<file path="src/pfc_defs.svh">
/*
 * Constants for the program fetch and cache front end: bus widths, cache
 * geometry, reset values and exchange lane layout.
 * Assumes inclusion by bare name from the package and the design files.
 */
`ifndef PFC_DEFS_SVH
`define PFC_DEFS_SVH

`define PFC_PM_ADDR_W   14
`define PFC_PM_DATA_W   24
`define PFC_DM_ADDR_W   14
`define PFC_DM_DATA_W   16
`define PFC_EXCH_DIFF_W 8
`define PFC_CACHE_WORDS 16
`define PFC_CACHE_IDX_W 4
`define PFC_PC_RESET    14'h0000
`define PFC_INSN_NOP    24'h000000

`endif

</file>
<file path="src/pfc_pkg.sv">
/*
 * Types shared by the fetch front end and its address generator.
 * Assumes pfc_defs.svh is on the include path.
 */
`include "pfc_defs.svh"

package pfc_pkg;
    typedef logic [`PFC_PM_ADDR_W-1:0] pfc_pm_addr_t;
    typedef logic [`PFC_PM_DATA_W-1:0] pfc_pm_data_t;
    typedef logic [`PFC_DM_ADDR_W-1:0] pfc_dm_addr_t;
    typedef logic [`PFC_DM_DATA_W-1:0] pfc_dm_data_t;

    // Bus cycle kind of the front end.
    typedef enum logic [1:0]
    {
        PFC_RUN,
        PFC_REFETCH
    } pfc_state_e;

    // Exchange path mode between program data bus and data memory bus.
    typedef enum logic [1:0]
    {
        PFC_EXCH_NONE,
        PFC_EXCH_PM_TO_DM,
        PFC_EXCH_DM_TO_PM
    } pfc_exch_e;
endpackage

</file>
<file path="src/pfc_front_end.sv">
/*
 * Instruction fetch front end: a one-stage fetch/execute pipeline, a
 * sixteen-word circular instruction cache, program and data memory address
 * sourcing from the sequencer, two address generators or the instruction,
 * and the exchange path between the two data buses.
 * Assumes external memories answer in the cycle the address is presented
 * and that the sequencer and decode logic drive the control inputs.
 */
// Functional notes
// - Fetch one cycle, execute the next
// - Every instruction loaded from the bus also written to cache
// - Cache holds sixteen instruction words
// - Circular replacement, newest overwrites oldest
// - Program memory data access: cache supplies instruction
// - Cache miss costs one extra fetch cycle
// - Cache runs with no software control
// - Sequencer next address drives program address bus
// - 14-bit program address bus
// - Select output marks instruction or data access
// - 24-bit program data bus
// - 14-bit data address, 16-bit data bus
// - Data address: direct field or generator
// - Program memory data addresses only from generator
// - Generator one data only; two either memory
// - Generators support linear and modulo stepping
// - Exchange path bridges 24 and 16 bit buses
// - Fetch, address, transfers, updates, compute per cycle
`timescale 1ns/1ps
`include "pfc_defs.svh"

module pfc_front_end
(
    input  wire logic                  clk_i,
    input  wire logic                  rst_b_i,
    input  wire pfc_pkg::pfc_pm_addr_t next_pc_i,
    input  wire logic                  pm_data_access_i,
    input  wire logic                  pm_data_write_i,
    input  wire logic                  dm_access_i,
    input  wire logic                  dm_write_i,
    input  wire logic                  dm_direct_i,
    input  wire pfc_pkg::pfc_dm_addr_t dm_direct_addr_i,
    input  wire logic                  dm_use_gen_two_i,
    input  wire logic                  gen_one_load_i,
    input  wire logic                  gen_one_step_i,
    input  wire logic                  gen_one_circ_i,
    input  wire pfc_pkg::pfc_dm_addr_t gen_one_modify_i,
    input  wire pfc_pkg::pfc_dm_addr_t gen_one_length_i,
    input  wire logic                  gen_two_load_i,
    input  wire logic                  gen_two_step_i,
    input  wire logic                  gen_two_circ_i,
    input  wire pfc_pkg::pfc_dm_addr_t gen_two_modify_i,
    input  wire pfc_pkg::pfc_dm_addr_t gen_two_length_i,
    input  wire pfc_pkg::pfc_dm_addr_t gen_load_val_i,
    input  wire pfc_pkg::pfc_exch_e    exch_mode_i,
    input  wire pfc_pkg::pfc_pm_data_t pm_wdata_i,
    input  wire pfc_pkg::pfc_dm_data_t dm_wdata_i,
    input  wire pfc_pkg::pfc_pm_data_t prog_mem_data_bus_i,
    input  wire pfc_pkg::pfc_dm_data_t data_mem_data_bus_i,
    output pfc_pkg::pfc_pm_addr_t      prog_mem_addr_bus_o,
    output logic                       pm_data_select_o,
    output pfc_pkg::pfc_pm_data_t      prog_mem_data_bus_o,
    output logic                       prog_mem_data_oe_o,
    output logic                       prog_mem_wr_o,
    output pfc_pkg::pfc_dm_addr_t      dm_addr_bus_o,
    output pfc_pkg::pfc_dm_data_t      data_mem_data_bus_o,
    output logic                       data_mem_data_oe_o,
    output logic                       dm_rd_o,
    output logic                       dm_wr_o,
    output pfc_pkg::pfc_pm_data_t      insn_o,
    output logic                       insn_valid_o,
    output logic                       stall_o,
    output logic                       cache_hit_o,
    output pfc_pkg::pfc_dm_data_t      exch_dm_o,
    output pfc_pkg::pfc_pm_data_t      exch_pm_o
);
    import pfc_pkg::*;

    // Cache arrays; tags and valid bits stop an unfilled word hitting; program writes do not update them.
    pfc_pm_data_t cache_word [`PFC_CACHE_WORDS];
    pfc_pm_addr_t cache_tag  [`PFC_CACHE_WORDS];
    logic [`PFC_CACHE_WORDS-1:0] cache_valid;
    logic [`PFC_CACHE_IDX_W-1:0] wr_ptr;

    pfc_state_e   state;
    pfc_state_e   next_state;
    pfc_pm_addr_t fetch_addr;
    pfc_pm_addr_t next_fetch_addr;
    logic         fetch_pending;
    logic         next_fetch_pending;

    pfc_dm_addr_t gen_one_addr;
    pfc_dm_addr_t gen_two_addr;

    logic         hit;
    pfc_pm_data_t hit_word;
    logic         load_ir;
    pfc_pm_data_t ir_src;
    logic         write_cache;

    pfc_pm_addr_t next_pm_addr;
    logic         next_pm_sel;
    pfc_pm_data_t next_pm_wdata;
    logic         next_pm_oe;
    logic         next_pm_wr;
    pfc_dm_addr_t next_dm_addr;
    pfc_dm_data_t next_dm_wdata;
    logic         next_dm_oe;
    logic         next_dm_rd;
    logic         next_dm_wr;
    pfc_pm_data_t next_insn;
    logic         next_insn_valid;
    logic         next_stall;
    logic         next_hit;
    pfc_dm_data_t next_exch_dm;
    pfc_pm_data_t next_exch_pm;

    // Both generators step in the same cycle as the fetch and transfers.
    pfc_addr_gen u_gen_one
    (
        .clk_i      (clk_i),
        .rst_b_i    (rst_b_i),
        .load_i     (gen_one_load_i),
        .load_val_i (gen_load_val_i),
        .step_i     (gen_one_step_i),
        .modify_i   (gen_one_modify_i),
        .circular_i (gen_one_circ_i),
        .length_i   (gen_one_length_i),
        .addr_o     (gen_one_addr)
    );

    pfc_addr_gen u_gen_two
    (
        .clk_i      (clk_i),
        .rst_b_i    (rst_b_i),
        .load_i     (gen_two_load_i),
        .load_val_i (gen_load_val_i),
        .step_i     (gen_two_step_i),
        .modify_i   (gen_two_modify_i),
        .circular_i (gen_two_circ_i),
        .length_i   (gen_two_length_i),
        .addr_o     (gen_two_addr)
    );

    // Tag lookup against fetch_addr, the address whose fetch the data access displaced.
    always_comb
    begin
        hit      = 1'b0;
        hit_word = `PFC_INSN_NOP;
        for (int i = 0; i < `PFC_CACHE_WORDS; i++)
        begin
            if (cache_valid[i] && cache_tag[i] == fetch_addr)
            begin
                hit      = 1'b1;
                hit_word = cache_word[i];
            end
        end
    end

    // Fetch sequencing. The instruction fetched on a bus cycle enters the
    // instruction register at the edge ending it and executes next cycle.
    always_comb
    begin
        next_state         = state;
        next_fetch_addr    = fetch_addr;
        next_fetch_pending = 1'b0;
        load_ir            = 1'b0;
        ir_src             = prog_mem_data_bus_i;
        write_cache        = 1'b0;
        next_stall         = 1'b0;
        next_hit           = 1'b0;
        next_pm_addr       = next_pc_i;
        next_pm_sel        = 1'b0;
        unique case (state)
            PFC_RUN:
            begin
                if (fetch_pending)
                begin
                    // This cycle's bus carries the fetch at fetch_addr.
                    load_ir     = 1'b1;
                    write_cache = 1'b1;
                end
                next_fetch_addr    = next_pc_i;
                next_fetch_pending = 1'b1;
                if (pm_data_access_i)
                begin
                    // The bus goes to data; instruction must come elsewhere.
                    next_pm_addr       = gen_two_addr;
                    next_pm_sel        = 1'b1;
                    next_fetch_pending = 1'b0;
                    next_state         = PFC_REFETCH;
                end
            end
            PFC_REFETCH:
            begin
                if (hit)
                begin
                    load_ir    = 1'b1;
                    ir_src     = hit_word;
                    next_hit   = 1'b1;
                    next_state = PFC_RUN;
                    next_fetch_addr    = next_pc_i;
                    next_fetch_pending = 1'b1;
                    if (pm_data_access_i)
                    begin
                        next_pm_addr       = gen_two_addr;
                        next_pm_sel        = 1'b1;
                        next_fetch_pending = 1'b0;
                        next_state         = PFC_REFETCH;
                    end
                end
                else
                begin
                    // Miss: one extra bus cycle for the instruction.
                    next_pm_addr       = fetch_addr;
                    next_stall         = 1'b1;
                    next_fetch_pending = 1'b1;
                    next_state         = PFC_RUN;
                end
            end
            default:
            begin
                next_state = PFC_RUN;
            end
        endcase
        next_insn       = load_ir ? ir_src : insn_o;
        next_insn_valid = load_ir;
    end

    // Data paths, addressing and the exchange unit.
    always_comb
    begin
        next_pm_wdata = pm_wdata_i;
        next_pm_oe    = pm_data_access_i && pm_data_write_i
                        && state == PFC_RUN;
        next_pm_wr    = next_pm_oe;
        // Generator one never reaches program memory.
        next_dm_addr  = dm_direct_i ? dm_direct_addr_i
                      : (dm_use_gen_two_i ? gen_two_addr
                                          : gen_one_addr);
        next_dm_wdata = dm_wdata_i;
        next_dm_oe    = dm_access_i && dm_write_i;
        next_dm_rd    = dm_access_i && !dm_write_i;
        next_dm_wr    = next_dm_oe;
        next_exch_dm  = exch_dm_o;
        next_exch_pm  = exch_pm_o;
        // The upper 16 bits carry the word; the low 8 pad with zero.
        unique case (exch_mode_i)
            PFC_EXCH_NONE:
            begin
            end
            PFC_EXCH_PM_TO_DM:
            begin
                next_exch_dm = prog_mem_data_bus_i[`PFC_PM_DATA_W-1 -:
                                                   `PFC_DM_DATA_W];
            end
            PFC_EXCH_DM_TO_PM:
            begin
                next_exch_pm = {data_mem_data_bus_i,
                                {`PFC_EXCH_DIFF_W{1'b0}}};
            end
            default:
            begin
            end
        endcase
    end

    // Cache fill needs no software; it tracks every instruction load from the bus, not cache hits.
    always_ff @(posedge clk_i or negedge rst_b_i)
    begin
        if (!rst_b_i)
        begin
            cache_valid <= '0;
            wr_ptr      <= '0;
        end
        else if (write_cache)
        begin
            cache_valid[wr_ptr] <= 1'b1;
            wr_ptr              <= wr_ptr + 1'b1;
        end
    end

    // Word and tag storage has no reset; the valid bits guard it.
    always_ff @(posedge clk_i)
    begin
        if (write_cache)
        begin
            cache_word[wr_ptr] <= ir_src;
            cache_tag[wr_ptr]  <= fetch_addr;
        end
    end

    always_ff @(posedge clk_i or negedge rst_b_i)
    begin
        if (!rst_b_i)
        begin
            state               <= PFC_RUN;
            fetch_addr          <= `PFC_PC_RESET;
            fetch_pending       <= 1'b0;
            prog_mem_addr_bus_o <= `PFC_PC_RESET;
            pm_data_select_o    <= 1'b0;
            prog_mem_data_bus_o <= '0;
            prog_mem_data_oe_o  <= 1'b0;
            prog_mem_wr_o       <= 1'b0;
            dm_addr_bus_o       <= '0;
            data_mem_data_bus_o <= '0;
            data_mem_data_oe_o  <= 1'b0;
            dm_rd_o             <= 1'b0;
            dm_wr_o             <= 1'b0;
            insn_o              <= `PFC_INSN_NOP;
            insn_valid_o        <= 1'b0;
            stall_o             <= 1'b0;
            cache_hit_o         <= 1'b0;
            exch_dm_o           <= '0;
            exch_pm_o           <= '0;
        end
        else
        begin
            state               <= next_state;
            fetch_addr          <= next_fetch_addr;
            fetch_pending       <= next_fetch_pending;
            prog_mem_addr_bus_o <= next_pm_addr;
            pm_data_select_o    <= next_pm_sel;
            prog_mem_data_bus_o <= next_pm_wdata;
            prog_mem_data_oe_o  <= next_pm_oe;
            prog_mem_wr_o       <= next_pm_wr;
            dm_addr_bus_o       <= next_dm_addr;
            data_mem_data_bus_o <= next_dm_wdata;
            data_mem_data_oe_o  <= next_dm_oe;
            dm_rd_o             <= next_dm_rd;
            dm_wr_o             <= next_dm_wr;
            insn_o              <= next_insn;
            insn_valid_o        <= next_insn_valid;
            stall_o             <= next_stall;
            cache_hit_o         <= next_hit;
            exch_dm_o           <= next_exch_dm;
            exch_pm_o           <= next_exch_pm;
        end
    end
endmodule

</file>
<file path="src/pfc_addr_gen.sv">
/*
 * One data address generator: an index register stepped by a signed
 * modifier, either linearly or wrapped inside a circular buffer of a given
 * length whose base is the loaded index itself.
 * Assumes a single clock and an active-low asynchronous reset.
 */
`timescale 1ns/1ps
`include "pfc_defs.svh"

module pfc_addr_gen
(
    input  wire logic                 clk_i,
    input  wire logic                 rst_b_i,
    input  wire logic                 load_i,
    input  wire pfc_pkg::pfc_dm_addr_t load_val_i,
    input  wire logic                 step_i,
    input  wire pfc_pkg::pfc_dm_addr_t modify_i,
    input  wire logic                 circular_i,
    input  wire pfc_pkg::pfc_dm_addr_t length_i,
    output logic                      [`PFC_DM_ADDR_W-1:0] addr_o
);
    import pfc_pkg::*;

    pfc_dm_addr_t index;
    pfc_dm_addr_t base;
    pfc_dm_addr_t next_index;
    pfc_dm_addr_t next_base;
    pfc_dm_addr_t stepped;
    pfc_dm_addr_t top;

    always_comb
    begin
        next_index = index;
        next_base  = base;
        stepped    = pfc_dm_addr_t'(index + modify_i);
        top        = pfc_dm_addr_t'(base + length_i);
        if (load_i)
        begin
            next_index = load_val_i;
            next_base  = load_val_i;
        end
        else if (step_i)
        begin
            // Wrap keeps the pointer within base .. base+length-1.
            if (circular_i && length_i != '0)
            begin
                if (modify_i[`PFC_DM_ADDR_W-1] && stepped < base)
                    next_index = pfc_dm_addr_t'(stepped + length_i);
                else if (!modify_i[`PFC_DM_ADDR_W-1] && stepped >= top)
                    next_index = pfc_dm_addr_t'(stepped - length_i);
                else
                    next_index = stepped;
            end
            else
            begin
                next_index = stepped;
            end
        end
    end

    always_ff @(posedge clk_i or negedge rst_b_i)
    begin
        if (!rst_b_i)
        begin
            index <= '0;
            base  <= '0;
        end
        else
        begin
            index <= next_index;
            base  <= next_base;
        end
    end

    assign addr_o = index;
endmodule

</file>
<file path="config.mk">
export PLATFORM = sky130hd
export DESIGN_NAME = pfc_front_end
export DESIGN_NICKNAME = d
export VERILOG_FILES = /design/src/pfc_pkg.sv /design/src/pfc_front_end.sv /design/src/pfc_addr_gen.sv
export VERILOG_INCLUDE_DIRS = /design/src
export SDC_FILE = /design/constraint.sdc
export NUM_CORES = 2
export LEC_CHECK = 0
export BUFFER_PORTS_ARGS = -buffer_cell sky130_fd_sc_hd__buf_2
export CAP_MARGIN = 20
export CORE_MARGIN = 5
export CORE_UTILIZATION = 54
export CTS_CLUSTER_SIZE = 30
export DETAILED_ROUTE_END_ITERATION = 10
export PLACE_DENSITY = 0.76
export SLEW_MARGIN = 30
export SYNTH_ARGS = -nofsm -noshare
export SYNTH_HDL_FRONTEND = slang
export SYNTH_SLANG_ARGS = --single-unit
</file>
<file path="constraint.sdc">
create_clock -name clk_i -period 4.6 [get_ports clk_i]
set_input_delay 0.23 -clock clk_i [delete_from_list [all_inputs] [get_ports clk_i]]
set_output_delay 0.23 -clock clk_i [all_outputs]
set_load 0.01 [all_outputs]
</file>
==> results by group <==
Run status
  • Run status: finished, violations left
  • Failing checks: negative setup slack

Global route
  • Gr usage total: between 20% and 30%
  • First-pass GRT wire length: around 170 mm
  • Number of global-route vias before repair: 30.0k
  • Total congestion overflow: 0
  • Pin count of the biggest net entering global routing: between 100 and 150
  • Initial antenna violation count: 5

STA
  • RSZ-0062 raised after global routing: yes
  • Setup ws final: -0.0378 ns
  • Fin crit share: 101%
  • Tmin final: between 4 and 5 ns
  • Max Slew Vio Count: 0
  • Fmax: about 220 MHz
  • Final setup fails: 3
  • Worst Clk Skew: about 0.036 ns
  • Pin slew with the least headroom to its limit: between 1 and 1.5 ns
  • TNS Setup: -0.0491 ns
  • Worst hold margin: 0.0630 ns
  • Relative slew slack: around 28%
  • Hold Fails Final Rpt: 0

Yosys
  • Synth warn: 0
  • Distinct cells, synth: 78
  • FFs w/ async S/R, synth: 26.8%
  • Post-synth EDFFs: a little over 600
  • Sequential element share of the synthesized area: 60.0%
  • Mapped Area: 39700 µm²
  • Flops & latches, synth: a little over 800
  • Post-synth top flop: edfxtp_1
  • Cells after Synth: roughly 3.2k
  • Post-Syn Area per Cell: roughly 12 µm²

Drt
  • DR WL/cell: 23.8 µm
  • Max Used Layer: met4
  • Drt first-iter violations: approximately 2.6k
  • DRT antenna net count: 0
  • Met2 wire len: 56.0 mm
  • TritonRoute pass-1 iters: 6
  • DRC violations left: 0
  • M1 WL: 43.6 mm
  • DRT Wirelength: 114 mm
  • Vias per inst: 6.07
  • WL met3: 9.04 mm
  • Number of vias in the routed layout: a little under 30k

Power and ir drop
  • PD cells: between 500 and 600 nW/µm²
  • Leak: 18.4 nW
  • Maximum VDD drop: 0.000388 V
  • Overall power: about 24 mW

Flow run
  • MaxCap Viol Count: 0

Final layout
  • Most common cell after layout, fill and taps aside: edfxtp_1
  • Most frequent cells in the layout: edfxtp_1 (608), buf_2 (325), xnor2_1 (264)
  • Post-layout nets: between 4k and 5k
  • Area Overhead vs Synth: 21.9%
  • # fillers: 5025
  • Share of layout cells above drive strength 1: between 20% and 30%
  • Finished Layout Cells: roughly 4.8k

Setup path
  • Worst r2r src: u_gen_two.base[0]
  • Startpoint Class: register
  • Setup slack, reg-to-reg: -0.04 ns
  • Critical path buffers and inverters: 1
  • CP delay by family, top: compound AO/OA/AOI/OAI gates
  • Slowest stage delay, CP: about 0.40 ns
  • Worst Path Max Fanout: 5
  • Crit. End Element: register
  • CP required: ~5.2 ns
  • CP most frequent cell: a21oi_2
  • Critical Path AT: 5.19 ns
  • Reg2reg end: u_gen_two.addr_o[6]
  • Critical path type: reg2reg
  • CP Cell Sequence: ha_4, fa_2, a21o_1, a21oi_2, o21bai_1, a21oi_2, nor2b_1, o21a_1, o31a_1, o41ai_2, xor2_1, ha_1, nor2b_4, a21oi_2, o311ai_2, buf_4, or3b_4, a32oi_2, a221oi_2, o31ai_1
  • Slowest CP cell: dfrtp_1
  • Worst r2r path cells: 20

Hold path
  • Worst hold stages: 3
  • Hold_sp: gen_two_step_i
  • Hold Path Class: in2reg
  • Hold EP: u_gen_two.addr_o[6]

Floorplanning
  • Core Footprint: ~73000 µm²
  • I/O pin count: 335
  • Initial Utilization: a little over half
  • Die height: approximately 280 µm
  • Die area: between 70000 and 80000 µm²
  • Die X: 281 µm
  • Placement Rows: 99

Placed design
  • Dpl hpwl: between 70 and 80 mm
  • Worst Setup Slack post-DPL: -0.343 ns
  • Port Buffers: 326
  • GP Congestion: 0.943
  • Placed Cells: between 4k and 5k

Clocking
  • CTS root buffer: clkbuf_16
  • Clock transition at path regs: 0.07 ns
  • Max H-tree Level: 3
  • CTS tree: yes
  • Clock sink count: around 830
  • Largest buffer count on any clock path: 3
  • CTS Buf Count: between 80 and 90
  • Clk_lat worst skew: about 0.65 ns
## report_power, final
group,internal [mW],switching [mW],leakage (nW),total (mW)
sequential,8.92,0.408,8.11,9.33
combinational,3.44,4.57,8.84,8.01
clock,4.07,3.00,1.40,7.08
total,16.4,7.98,18.4,24.4
## worst reg2reg max path: cells and delay by family (launching register included)
| family | cells | cell delay (ns) |
|---|---|---|
| flip-flops | 1 | 0.40 |
| AND/OR/NAND/NOR | 3 | 0.64 |
| XOR/XNOR | 1 | 0.11 |
| AO/OA/AOI/OAI | 12 | 2.26 |
| adder cells (fa/ha/maj) | 3 | 0.93 |
| buffers and inverters | 1 | 0.21 |
## cell usage after synthesis (all sizes together) (22+ instances only)
library cell | number | area, µm²
xor2 | 22 | 193
o221ai | 31 | 272
a21o | 30 | 225
mux2 | 47 | 529
nand3 | 50 | 250
and2 | 33 | 206
a21oi | 186 | 931
nor3 | 34 | 170
clkbuf | 115 | 433
a211oi | 77 | 578
dfrtp | 223 | 5580
nor2 | 137 | 514
nand2 | 232 | 871
o21ai | 186 | 931
o211ai | 43 | 323
o221a | 28 | 315
nor2b | 25 | 156
a31oi | 36 | 225
o31ai | 40 | 300
buf | 57 | 380
nor4 | 24 | 196
ha | 162 | 2030
edfxtp | 608 | 18300
inv | 135 | 507
nand4 | 55 | 344
nand2b | 25 | 159
xnor2 | 267 | 2340
mux2i | 55 | 551
o21a | 43 | 323
## through the flow
stage | util, % | area, µm²
after floorplan | - | 39700
after global placement | 59.7 | 43500
after detailed placement | 59.7 | 43600
after CTS | 65.6 | 47800
after global routing | 66.3 | 48400
final | 66.3 | 48400
## registers in the layout, summed over array words and instances, names as in the netlist, 4 cells and up
signal / flops
u_gen_two.addr_o: 14
prog_mem_addr_bus_o: 14
exch_dm_o: 16
u_gen_one.addr_o: 14
exch_pm_o: 16
fetch_addr: 14
cache_tag: 224
wr_ptr: 4
data_mem_data_bus_o: 16
dm_addr_bus_o: 14
cache_word: 384
prog_mem_data_bus_o: 24
cache_valid: 16
insn_o: 24
u_gen_two.base: 14
u_gen_one.base: 14
## cells by family after synthesis
kind of cell	count (synthesis)	share of synthesized area [%]
fa+ha+maj	170	5.51
simple gates	681	8.36
buf+inv	309	3.34
xor+xnor	289	6.38
compound gates	810	13.6
mux	102	2.72
other cells	1	0.00945
flops	831	60.0
## worst max-delay path by stage
stage          slack (ns)  depth (start not counted)                  end              start
2_1_floorplan        0.06                         20  u_gen_two.addr_o[8]  u_gen_two.base[0]
3_3_place_gp        -0.19                         21  u_gen_one.addr_o[3]  u_gen_one.base[0]
3_5_place_dp        -0.34                         21  u_gen_one.addr_o[4]  u_gen_one.base[0]
4_1_cts             0.001                         20  u_gen_two.addr_o[8]  u_gen_two.base[0]
5_1_grt             -0.27                         20  u_gen_one.addr_o[3]  u_gen_one.base[0]
6_report            -0.04                         20  u_gen_two.addr_o[6]  u_gen_two.base[0]
## layout make-up
cell class,count,area (µm²),area share [%]
Antenna cell,5,12.5,0.0259
Clock buffer,116,2380,4.91
Clock inverter,44,524,1.08
Inverter,137,514,1.06
Multi-Input combinational cell,2060,15200,31.4
Sequential cell,831,23800,49.3
Tap cell,959,1200,2.48
Timing Repair Buffer,650,4720,9.76
## repair_timing
| item | CTS | global route |
|---|---|---|
| resized for setup | 14 | 87 |
| hold buffers | 127 | 0 |
| setup endpoints to repair | 26 | 28 |
| pin swaps | 9 | 68 |
| buffers inserted | 4 | 18 |
| endpoints found under the hold margin | 231 | 0 |
| cloned | 1 | 0 |
## metal layers
layer,up-vias,GRT usage [%]
met5,-,0
met3,327,4.69
met1,14279,36.2
met4,0,13.0
li1,13022,-
met2,1506,47.9
Note: power is estimated with default switching activity, not from simulation.
